===== config.mk =====
export PLATFORM = sky130hd
export DESIGN_NAME = adc_serial_conversion_control
export DESIGN_NICKNAME = d
export VERILOG_FILES = /design/src/verilog/sync_2ff.v /design/src/verilog/adc_serial_conversion_control.v
export VERILOG_INCLUDE_DIRS = /design/src /design/src/shared
export SDC_FILE = /design/constraint.sdc
export NUM_CORES = 1
export LEC_CHECK = 0
export BUFFER_PORTS_ARGS = -buffer_cell sky130_fd_sc_hd__buf_2
export CAP_MARGIN = 25
export CORE_AREA = 2 2 110 91
export CTS_CLUSTER_DIAMETER = 60
export CTS_CLUSTER_SIZE = 16
export DETAILED_ROUTE_END_ITERATION = 8
export DIE_AREA = 0 0 112 93
export GPL_TIMING_DRIVEN = 0
export PLACE_DENSITY = 0.79
export SLEW_MARGIN = 20
export SYNTH_ARGS = -nofsm -noshare
export SYNTH_HDL_FRONTEND = slang
export SYNTH_SLANG_ARGS = --single-unit

===== constraint.sdc =====
create_clock -name core_clk -period 3.6 [get_ports core_clk]
set_clock_uncertainty 0.2 [all_clocks]
set_input_delay 0.18 -clock core_clk [delete_from_list [all_inputs] [get_ports core_clk]]
set_output_delay 0.18 -clock core_clk [all_outputs]
set_load 0.05 [all_outputs]

===== src/shared/adc_ctrl_regs.vh =====
`ifndef ADC_CTRL_REGS_VH
`define ADC_CTRL_REGS_VH

// ************************************************************
// Timing of the block clock and the internal conversion clock
// ************************************************************
`define CORE_CLK_PERIOD_NS 4
`define INTCLK_PERIOD_NS 800
`define INTCLK_CYCLES (`INTCLK_PERIOD_NS / `CORE_CLK_PERIOD_NS)
`define STROBE_LOW_MAX_NS 15000

// ************************************************************
// Control byte: positions in the full byte
// ************************************************************
`define CTRL_MODE_HI 1
`define CTRL_MODE_LO 0

// Positions in the six-bit snapshot taken at the sixth bit
`define SNAP_BIP 0
`define SNAP_RNG 1
`define SNAP_SEL_LO 2
`define SNAP_SEL_HI 4

// Bit counter values: sixth bit and last bit of the byte
`define BIT_ACQ_START 3'h5
`define BIT_LAST 3'h7
`define BIT_AFTER_START 3'h1
`define CTRL_START_SEED 8'h01

// ************************************************************
// Sequencing counts
// ************************************************************
`define ACQ_EXT_LAST 3'h5
`define INT_ACQ_LAST_TICK 5'h03
`define RES_MSB 4'hB
`define RES_BIT6 4'h6
`define RES_LSB 4'h0
`define RES_RESET 12'h000

`endif


===== src/verilog/sync_2ff.v =====
`timescale 1ns/10ps
// Two-stage synchroniser for levels arriving from outside core_clk
module sync_2ff
#(
  parameter WIDTH = 3
)
(
  input wire core_clk, // Block clock
  input wire sys_rst, // Synchronous reset, active high
  input wire [WIDTH-1:0] asyncIn, // Unsynchronised levels
  input wire [WIDTH-1:0] resetValue, // Idle level of each input
  output reg [WIDTH-1:0] syncOut // Synchronised levels
);

  reg [WIDTH-1:0] stage1;

  // First stage feeds only the second stage to contain metastability.
  // Reset loads the idle level so no false edge follows reset.
  always @(posedge core_clk)
  begin
    if (sys_rst)
    begin
      stage1 <= resetValue;
      syncOut <= resetValue;
    end
    else
    begin
      stage1 <= asyncIn;
      syncOut <= stage1;
    end
  end

endmodule


===== src/verilog/adc_serial_conversion_control.v =====
//
// Functional notes
// - Range and polarity bits pick four spans
// - Sample control bits on rising clock, select low
// - Idle: first one after select falls starts
// - During conversion, start accepted after bit six
// - Result bits shift out on falling edges, MSB first
// - Unipolar straight binary, bipolar two's complement
// - Select fall alone never starts a conversion
// - Acquire from sixth bit, six clocks, then convert
// - Early start bit abandons current conversion
// - External mode: strobe high one serial clock
// - External mode: twelve decisions, then zeros
// - External mode: float when deselected, low after
// - Back-to-back external conversions in eighteen clocks
// - Internal mode: strobe low, high when done
// - Internal: convert at tick four, end tick sixteen
// - Internal: strobe low at most fifteen microseconds
// - Internal: result held, MSB at last tick
// - Internal: deselect floats data, conversion continues
// - Control byte layout start, channel, range, polarity
// - Mode field: internal, external, standby, full down
// - Power-up: active, internal mode, result cleared
// - Power-down after conversion; start bit wakes
//
`timescale 1ns/10ps
`include "adc_ctrl_regs.vh"

module adc_serial_conversion_control
#(
  parameter INT_DIV = `INTCLK_CYCLES,
  parameter RES_WIDTH = 12
)
(
  input wire core_clk, // Block clock, 250 MHz
  input wire sys_rst, // Synchronous reset, active high
  input wire chipSelectN, // Chip select pin, active low
  input wire serialClock, // Host serial clock pin
  input wire serialDataIn, // Host serial data pin
  input wire compareHigh, // Comparator: input at or above trial
  output reg serialDataOut, // Serial result data
  output reg serialDataOutEn, // High while data pin is driven
  output reg conversionStrobe, // Conversion strobe
  output reg conversionStrobeEn, // High while strobe pin is driven
  output reg [RES_WIDTH-1:0] trialCode, // Trial code to the DAC
  output reg holdSample, // High: hold and convert, low: track
  output reg [2:0] channelSelect, // Selected input channel
  output reg rangeSelect, // High: larger full-scale span
  output reg polaritySelect, // High: bipolar span
  output reg standbyPowerdown, // Standby power-down active
  output reg fullPowerdown // Full power-down active
);

  // ************************************************************
  // States and helpers
  // ************************************************************
  localparam [2:0] ST_IDLE = 3'h0;
  localparam [2:0] ST_ACQ_EXT = 3'h1;
  localparam [2:0] ST_CONV_EXT = 3'h2;
  localparam [2:0] ST_ACQ_INT = 3'h3;
  localparam [2:0] ST_CONV_INT = 3'h4;
  localparam [15:0] DIV_LAST = INT_DIV - 1;

  // Returns v with bit i replaced by b
  function [RES_WIDTH-1:0] setBit;
    input [RES_WIDTH-1:0] v;
    input [3:0] i;
    input b;
    integer k;
    begin
      setBit = v;
      for (k = 0; k < RES_WIDTH; k = k + 1)
      begin
        if (k == i)
          setBit[k] = b;
      end
    end
  endfunction

  // ************************************************************
  // Pin synchronisation and edge detection
  // ************************************************************
  wire [2:0] pinSync;
  wire csNS;
  wire sclkS;
  wire sdiS;
  reg csPrev;
  reg sclkPrev;

  sync_2ff #(.WIDTH(3)) pinSyncInst
  (
    .core_clk(core_clk),
    .sys_rst(sys_rst),
    .asyncIn({chipSelectN, serialClock, serialDataIn}),
    .resetValue(3'h4),
    .syncOut(pinSync)
  );

  assign csNS = pinSync[2];
  assign sclkS = pinSync[1];
  assign sdiS = pinSync[0];

  wire sclkRise = sclkS & ~sclkPrev;
  wire sclkFall = ~sclkS & sclkPrev;
  wire csFall = ~csNS & csPrev;

  // ************************************************************
  // Sequencer state
  // ************************************************************
  reg [2:0] state;
  reg receiving;
  reg [2:0] recvCnt;
  reg [7:0] ctrlShift;
  reg extMode; // Clock mode in effect
  reg convExt; // Clock mode of the running conversion
  reg convBipolar;
  reg acqPendExt;
  reg intPend;
  reg pastBit6;
  reg csRefell;
  reg pendStandby;
  reg pendFull;
  reg [2:0] acqCnt;
  reg [15:0] divCnt;
  reg [4:0] tickCnt;
  reg [3:0] bitIdx;
  reg [RES_WIDTH-1:0] sarCode;
  reg [RES_WIDTH-1:0] resultReg;
  reg [RES_WIDTH-1:0] outShift;

  wire [7:0] shiftNext = {ctrlShift[6:0], sdiS};
  wire intTick = (divCnt == DIV_LAST);
  wire intBusy = (state == ST_ACQ_INT) | (state == ST_CONV_INT);

  // Successive-approximation decision for the current bit
  wire [RES_WIDTH-1:0] decided = setBit(sarCode, bitIdx, compareHigh);
  // Offset binary becomes two's complement by flipping the MSB
  wire [RES_WIDTH-1:0] converted =
    {decided[RES_WIDTH-1] ^ convBipolar, decided[RES_WIDTH-2:0]};
  wire sarOutBit = (bitIdx == `RES_MSB) ? converted[RES_WIDTH-1] :
    compareHigh;

  // Start hunting: idle, after a fresh select fall, or past bit six
  wire hunting = ~receiving &
    ((state == ST_IDLE) | csRefell | pastBit6);

  // ************************************************************
  // Main process: pins, control byte, acquisition, conversion
  // ************************************************************
  always @(posedge core_clk)
  begin
    if (sys_rst)
    begin
      csPrev <= 1'b1;
      sclkPrev <= 1'b0;
      serialDataOut <= 1'b0;
      serialDataOutEn <= 1'b0;
      conversionStrobe <= 1'b1;
      conversionStrobeEn <= 1'b1;
      trialCode <= `RES_RESET;
      holdSample <= 1'b0;
      channelSelect <= 3'h0;
      rangeSelect <= 1'b0;
      polaritySelect <= 1'b0;
      standbyPowerdown <= 1'b0;
      fullPowerdown <= 1'b0;
      state <= ST_IDLE;
      receiving <= 1'b0;
      recvCnt <= 3'h0;
      ctrlShift <= 8'h00;
      extMode <= 1'b0;
      convExt <= 1'b0;
      convBipolar <= 1'b0;
      acqPendExt <= 1'b0;
      intPend <= 1'b0;
      pastBit6 <= 1'b0;
      csRefell <= 1'b0;
      pendStandby <= 1'b0;
      pendFull <= 1'b0;
      acqCnt <= 3'h0;
      divCnt <= 16'h0000;
      tickCnt <= 5'h00;
      bitIdx <= `RES_MSB;
      sarCode <= `RES_RESET;
      resultReg <= `RES_RESET;
      outShift <= `RES_RESET;
    end
    else
    begin
      csPrev <= csNS;
      sclkPrev <= sclkS;
      // Data pin floats whenever deselected, in both modes
      serialDataOutEn <= ~csNS;
      // Strobe floats only in external mode, never while an internal
      // conversion runs, whatever clock mode the last byte chose
      conversionStrobeEn <= (extMode & ~intBusy) ? ~csNS : 1'b1;
      if (csFall & (state != ST_IDLE))
        csRefell <= 1'b1;
      // External mode drives both pins low after a select fall; an
      // internal result still waiting to be read keeps its first bit
      if (csFall & extMode)
      begin
        if (convExt)
          serialDataOut <= 1'b0;
        conversionStrobe <= 1'b0;
      end

      // Internal clock runs only while an internal conversion is on;
      // it keeps going with select high so the result is not lost
      if ((state == ST_ACQ_INT) | (state == ST_CONV_INT))
      begin
        divCnt <= intTick ? 16'h0000 : divCnt + 16'h0001;
        if (intTick)
        begin
          tickCnt <= tickCnt + 5'h01;
          if (state == ST_ACQ_INT)
          begin
            if (tickCnt == `INT_ACQ_LAST_TICK)
            begin
              state <= ST_CONV_INT;
              holdSample <= 1'b1;
              bitIdx <= `RES_MSB;
              sarCode <= `RES_RESET;
              trialCode <= setBit(`RES_RESET, `RES_MSB, 1'b1);
            end
          end
          else
          begin
            // Twelve ticks resolve twelve bits, last one at tick 16
            sarCode <= decided;
            bitIdx <= bitIdx - 4'h1;
            trialCode <= setBit(decided, bitIdx - 4'h1, 1'b1);
            if (bitIdx == `RES_LSB)
            begin
              resultReg <= converted;
              serialDataOut <= converted[RES_WIDTH-1];
              outShift <= {converted[RES_WIDTH-2:0], 1'b0};
              conversionStrobe <= 1'b1;
              holdSample <= 1'b0;
              state <= ST_IDLE;
              standbyPowerdown <= pendStandby;
              fullPowerdown <= pendFull;
              pendStandby <= 1'b0;
              pendFull <= 1'b0;
              pastBit6 <= 1'b0;
              csRefell <= 1'b0;
            end
          end
        end
      end

      // Falling serial edges drive output data and external timing
      if (sclkFall & ~csNS)
      begin
        case (state)
          ST_ACQ_EXT:
          begin
            if (acqCnt == `ACQ_EXT_LAST)
            begin
              state <= ST_CONV_EXT;
              conversionStrobe <= 1'b1;
              holdSample <= 1'b1;
              bitIdx <= `RES_MSB;
              sarCode <= `RES_RESET;
              trialCode <= setBit(`RES_RESET, `RES_MSB, 1'b1);
            end
            else
              acqCnt <= acqCnt + 3'h1;
          end
          ST_CONV_EXT:
          begin
            conversionStrobe <= 1'b0;
            serialDataOut <= sarOutBit;
            sarCode <= decided;
            bitIdx <= bitIdx - 4'h1;
            trialCode <= setBit(decided, bitIdx - 4'h1, 1'b1);
            if (bitIdx == `RES_BIT6)
              pastBit6 <= 1'b1;
            if (bitIdx == `RES_LSB)
            begin
              resultReg <= converted;
              outShift <= `RES_RESET;
              holdSample <= 1'b0;
              state <= ST_IDLE;
              standbyPowerdown <= pendStandby;
              fullPowerdown <= pendFull;
              pendStandby <= 1'b0;
              pendFull <= 1'b0;
              pastBit6 <= 1'b0;
              csRefell <= 1'b0;
            end
          end
          ST_ACQ_INT, ST_CONV_INT:
          begin
            // Host should hold the clock still here; edges are ignored
            serialDataOut <= serialDataOut;
          end
          default:
          begin
            // Idle: shift the held result out, then zeros
            serialDataOut <= outShift[RES_WIDTH-1];
            outShift <= {outShift[RES_WIDTH-2:0], 1'b0};
          end
        endcase
        // A pending acquisition wins over the end of an old conversion
        if (acqPendExt)
        begin
          state <= ST_ACQ_EXT;
          acqPendExt <= 1'b0;
          acqCnt <= 3'h0;
          holdSample <= 1'b0;
          convBipolar <= polaritySelect;
        end
        if (intPend)
        begin
          state <= ST_ACQ_INT;
          intPend <= 1'b0;
          conversionStrobe <= 1'b0;
          divCnt <= 16'h0000;
          tickCnt <= 5'h00;
          holdSample <= 1'b0;
          convBipolar <= polaritySelect;
        end
      end

      // Rising serial edges capture the control byte, select low only
      if (sclkRise & ~csNS)
      begin
        if (receiving)
        begin
          ctrlShift <= shiftNext;
          recvCnt <= recvCnt + 3'h1;
          if (recvCnt == `BIT_ACQ_START)
          begin
            // Sixth bit: channel, range and polarity are all in
            channelSelect <=
              shiftNext[`SNAP_SEL_HI:`SNAP_SEL_LO];
            rangeSelect <= shiftNext[`SNAP_RNG];
            polaritySelect <= shiftNext[`SNAP_BIP];
            convExt <= extMode;
            if (extMode)
              acqPendExt <= 1'b1;
          end
          if (recvCnt == `BIT_LAST)
          begin
            receiving <= 1'b0;
            if (~shiftNext[`CTRL_MODE_HI])
              extMode <= shiftNext[`CTRL_MODE_LO];
            else
            begin
              // Power-down codes leave the clock mode alone
              pendStandby <= ~shiftNext[`CTRL_MODE_LO];
              pendFull <= shiftNext[`CTRL_MODE_LO];
            end
            if (~convExt)
              intPend <= 1'b1;
          end
        end
        else if (hunting & sdiS)
        begin
          // Start bit: only a one starts a byte, never the select fall
          receiving <= 1'b1;
          recvCnt <= `BIT_AFTER_START;
          ctrlShift <= `CTRL_START_SEED;
          standbyPowerdown <= 1'b0;
          fullPowerdown <= 1'b0;
          csRefell <= 1'b0;
          if (~((state == ST_CONV_EXT) & pastBit6))
          begin
            // Before bit six the running conversion is dropped
            state <= ST_IDLE;
            holdSample <= 1'b0;
            acqPendExt <= 1'b0;
            intPend <= 1'b0;
            pastBit6 <= 1'b0;
            if (~extMode)
              conversionStrobe <= 1'b1;
          end
        end
      end
    end
  end

endmodule


Word-level counts from Yosys, hierarchy flattened
Cells that the tools add are included.
- output and inout port bits: 24
- logic and storage cells: 316
- bits of input ports: 6
- register bits: 104
- reduce and logical (&&, ||, !) cells: 15
- multiplexer cells: 204
- equality and inequality tests: 35
- $add $sub $neg: 5
- bitwise logic cells: 23
- operator list (cell ; count):
    $mux 12 ; 18
    $mux 1 ; 143
    $pmux 12 s2 ; 3
    $mux 16 ; 4
    $mux 3 ; 19
    $eq 3x4->1 const A ; 8
    $eq 4x4->1 const A ; 8
    $mux 4 ; 8
    $mux 5 ; 4
    $add 16x1->16 const B ; 1
    $eq 16x8->1 const B ; 1
    $eq 2x4->1 const A ; 4
    $eq 3x3->1 const B ; 4
    $and 1x1->1 ; 11
    $eq 1x4->1 const A ; 2
    $logic_not 4->1 ; 2
    $not 1->1 ; 8
    $pmux 4 s2 ; 1
    $add 3x1->3 const B ; 2
    $eq 3x2->1 const B ; 2
    $pmux 3 s2 ; 1
    $reduce_and 3->1 ; 2
    $reduce_bool 2->1 ; 3
    $add 5x1->5 const B ; 1
    16 further kinds ; 22

Depth between registers and ports, before layout
- word-level depth: 17
- depth in mapped cells: 9
- gate-level depth less buffers: 7

By module
Synthesis repeated with hierarchy kept, for this count alone.
- cell total of the unflattened synthesis: 541
- area total of the unflattened synthesis: 4939.7 um^2
- modules (own cells, without submodules) (module ; seq. area each (um^2) ; area an instance (um^2) ; instances ; cells an instance):
    adc_serial_conversion_control ; 1961.9 ; 4718.3 ; 1 ; 528
    sync_2ff ; 120.1 ; 221.5 ; 1 ; 13

Worst setup path before layout
No wires, ideal clock.
- path kind: reg-to-reg
- start point: register bitIdx[0]
- end point: register outShift[1]
- data required time: 3.265 ns
- cell stages (with the launch flop): 10
- slack: 1.106 ns
- data arrival time: 2.158 ns
- setup time: 0.135 ns
- buffers on the path: 2
- period minus slack after synthesis: 2.494 ns
- cells stage by stage: dfxtp_1 > inv_1 > ha_1 > clkbuf_1 > or3b_2 > a211oi_1 > o21ai_1 > nand2b_1 > clkbuf_1 > o32ai_1
- word-level cells in the longest chain between the ends: 9
- ends and longest elaborated chain (element ; RTL line ; text):
    start: declaration ; adc_serial_conversion_control.v:126 ; reg [3:0] bitIdx;
    start signal: assignment ; adc_serial_conversion_control.v:183 ; bitIdx <= `RES_MSB;
    start signal: assignment ; adc_serial_conversion_control.v:222 ; bitIdx <= `RES_MSB;
    start signal: assignment ; adc_serial_conversion_control.v:231 ; bitIdx <= bitIdx - 4'h1;
    $logic_not 4->1 (*) ; adc_serial_conversion_control.v:74 ; if (k == i)
    $mux 1 ; adc_serial_conversion_control.v:74 ;
    $mux 12 ; adc_serial_conversion_control.v:233 ; if (bitIdx == `RES_LSB)
    $mux 12 ; adc_serial_conversion_control.v:216 ; if (state == ST_ACQ_INT)
    $mux 12 ; adc_serial_conversion_control.v:213 ; if (intTick)
    $mux 12 ; adc_serial_conversion_control.v:210 ; if ((state == ST_ACQ_INT) | (state == ST_CONV_INT))
    $mux 12 ; adc_serial_conversion_control.v:279 ; if (bitIdx == `RES_LSB)
    $pmux 12 s2 ; adc_serial_conversion_control.v:255 ; case (state)
    $mux 12 (*) ; adc_serial_conversion_control.v:253 ; if (sclkFall & ~csNS)
    end signal: assignment ; adc_serial_conversion_control.v:237 ; outShift <= {converted[RES_WIDTH-2:0], 1'b0};
    end signal: assignment ; adc_serial_conversion_control.v:282 ; outShift <= `RES_RESET;
    end signal: assignment ; adc_serial_conversion_control.v:302 ; outShift <= {outShift[RES_WIDTH-2:0], 1'b0};
    end: declaration ; adc_serial_conversion_control.v:129 ; reg [RES_WIDTH-1:0] outShift;
Mark *: on every way between the ends. The rest lies on a longest branch, timed or not.
A chain may end at the register's enable or synchronous reset.

Final worst setup path
Ends and elaborated chain as after synthesis.

==> out/qor.csv <==
metric,value,unit
CTS tree,done,
clock buffer depth,2,
RSZ-0062 raised after global routing,false,
Critical R2R Capture,outShift[1],
number of flops mapped to enable cells by yosys,0,
clock latency on the worst-skew pair,0.35,ns
Hold EP,outShift[11],
Final min period,3.040,ns
Final Util,60.51,%
fin worst setup slack,0.5598,ns
Layout area overhead,12.63,%
vias per cell,5.943,
IO buf count,29,
"Reg clk slew, reported paths",0.07,ns
post-DR wirelength/cell,16.67,um
Remaining DRCs,0,
Yosys Warn Count,0,
GR Overflow Total,0,
worst reg2reg path depth,9,
pwr dens,384.4,nW/um^2
FF/Latch Area,2082,sq um
# nets final,646,
r2r setup slk,0.56,ns
Slew Limit Fails,0,
WS Path Type,flop to flop,
Detail Route Antenna Nets,0,
Synth Net Count,601,
RR Startpoint,bitIdx[0],
Die Wd,112,um
final setup violation count,0,
# diodes,0,
CP Launch Type,flop,
core area,9369,sq um
crit share post-route,84.45,%
fillcell total,820,
Initial Utilization,53.73,%
worst endpoint required time,3.61,ns
gpl congestion,0.9376,
DP Worst Slack,0.4670,ns
initial antenna violation count,0,
largest net degree at the start of global routing,18,
routed vias,4457,
CTS Hold Bufs,3,
Initial DRC Count,332,
Hold Path Origin,sys_rst,
ys flop type,dfxtp_1,
Worst EP arrival,3.05,ns
setup TNS,0,ns
Die ar.,10420,sq um
# resized after CTS,0,
Root Driver,clkbuf_16,
Max Freq,0.3289,GHz
CP max FO,10,
slew margin rel.,27.85,%
distinct cell type count after synthesis,63,
post-synthesis sequential area ratio,41.36,%
Final Hold Violating Endpoints,0,
footprint of the multi-input gates,2779,sq um
"Setup Fix Bufs, Post-CTS",0,
vias in the first global route,4220,
Synth Register Bits,104,
Tightest Pin Transition,1.074,ns
max cap viols,0,
outcome,"finished, final reports clean",
clock sinks,104,
asr flop ratio synth,0,%
crit path capture type,flop,
first-pass GRT wire length,20.73,mm
gr usage total,24.62,%
Static Leak,2.027,nW
top-level port count,30,
VDD IR-drop max,0.3334,mV
post-synth design cell area,5034,sq um
layout cell share with drive strength beyond 1,11.89,%
drt first pass iters,5,
row count,32,
TritonCTS Buffers,9,
Mapped Cells,581,
hold path cells,3,
Max H-tree Level,3,
WL final,12.50,mm
DIE HEIGHT,93,um
worst hold path class,input pin to flop,
Mean Syn Cell Area,8.664,sq um
Post-DP HPWL,9.231,mm
==> registers in the layout, summed over array words and instances (netlist names), 3 cells and up <==
register             count
bitIdx                   4
outShift                12
sarCode                 12
tickCnt                  5
state                    3
trialCode               12
pinSyncInst.syncOut      3
recvCnt                  3
divCnt                  16
acqCnt                   3
channelSelect            3
pinSyncInst.stage1       3
ctrlShift                4
==> worst max-delay path, stage by stage, from the launching register on <==
cell and delay [ns]:
dfxtp_1 0.39, inv_1 0.18, ha_1 0.16, clkbuf_1 0.34, or3b_2 0.57, a211oi_1 0.29
o21ai_1 0.12, nand2b_1 0.13, clkbuf_1 0.36, o32ai_1 0.14
==> synth_stat cells, types with 11 or more instances <==
library cell    n  area, sq um
dfxtp_1       104         2082
nor2_1         65        244.0
nand2_1        48        180.2
a21oi_1        41        205.2
clkbuf_1       29        108.9
nor3_1         27        135.1
mux2i_1        22        220.2
nand3_1        19        95.09
a22oi_1        17        127.6
xnor2_1        15        131.4
ha_1           14        175.2
o21ai_1        13        65.06
nand2b_1       12        75.07
nor3b_1        12        90.09
o21ai_0        11        55.05
==> power by group <==
part | leakage [nW] | switching [W] | internal (W) | total (W)
logic | 1.05 | 0.0000312 | 0.0000141 | 0.0000453
registers | 0.839 | 0.00000305 | 0.00115 | 0.00116
clock network | 0.139 | 0.000435 | 0.000542 | 0.000977
total | 2.03 | 0.000470 | 0.00171 | 0.00218
==> logic make-up (layout without fill, tap and decap cells) <==
logic type / count (synthesis) / in the layout / share of synthesized area (%)
buffers and inverters: 42 / 92 / 3.529
XOR/XNOR: 24 / 24 / 4.176
AO/OA/AOI/OAI: 128 / 128 / 16.43
adder cells (fa/ha/maj): 14 / 14 / 3.480
flip-flops: 104 / 104 / 41.36
multiplexers: 31 / 31 / 6.388
AND/OR/NAND/NOR: 238 / 238 / 24.63
==> routing by layer <==
metal | track usage (%) | up-vias | part of all wire, %
met5 | 0 | - | 0
met4 | 7.114 | 0 | 1.5
met3 | 5.444 | 24 | 7.5
met2 | 38.13 | 153 | 44
met1 | 34.78 | 2108 | 47
li1 | - | 2172 | -
==> metrics by stage <==
stage | total power (W) | hold WS [ns] | instance area (sq um) | instances
2_1_floorplan | 0.001209 | 0.08381 | 5034 | 581
3_5_place_dp | 0.001225 | 0.1743 | 5328 | 729
5_1_grt | 0.002237 | 0.04847 | 5669 | 750
4_1_cts | 0.002192 | 0.01514 | 5654 | 748
3_3_place_gp | 0.001225 | 0.1674 | 5328 | 729
6_report | 0.002179 | 0.01655 | 5669 | 750
==> layout by cell type (no fill, tap or decap), drive strengths merged, types with 8 or more instances in the layout <==
master	instances
nor2	66
nor3	27
nand4	8
xor2	9
xnor2	15
clkbuf	40
nand2	48
nand3	19
o21ai	26
inv	10
nor3b	12
dfxtp	104
nand2b	12
ha	14
buf	34
mux2	9
a22oi	17
a21oi	42
mux2i	22
==> worst max path at each step <==
stage / start / endpoint / cells after the start / slack, ns
after floorplan: bitIdx[0] / outShift[1] / 9 / 1.11
after global placement: bitIdx[0] / outShift[9] / 9 / 0.47
after detailed placement: bitIdx[0] / outShift[10] / 9 / 0.47
after CTS: bitIdx[0] / outShift[10] / 9 / 0.44
after global routing: bitIdx[0] / outShift[5] / 9 / 0.38
final: bitIdx[0] / outShift[1] / 9 / 0.56
==> area by class of cell <==
| type | instances | share of cell area, % |
|---|---|---|
| flip-flops and latches | 104 | 36.72 |
| inverters | 9 | 0.5959 |
| plain buffers | 33 | 2.538 |
| well taps | 119 | 2.626 |
| multi-input cells | 435 | 49.02 |
| clock buffers | 10 | 4.039 |
| clock inverters | 6 | 1.192 |
| repair buffers | 34 | 3.266 |
No activity file was read; power rests on OpenSTA's default activity.
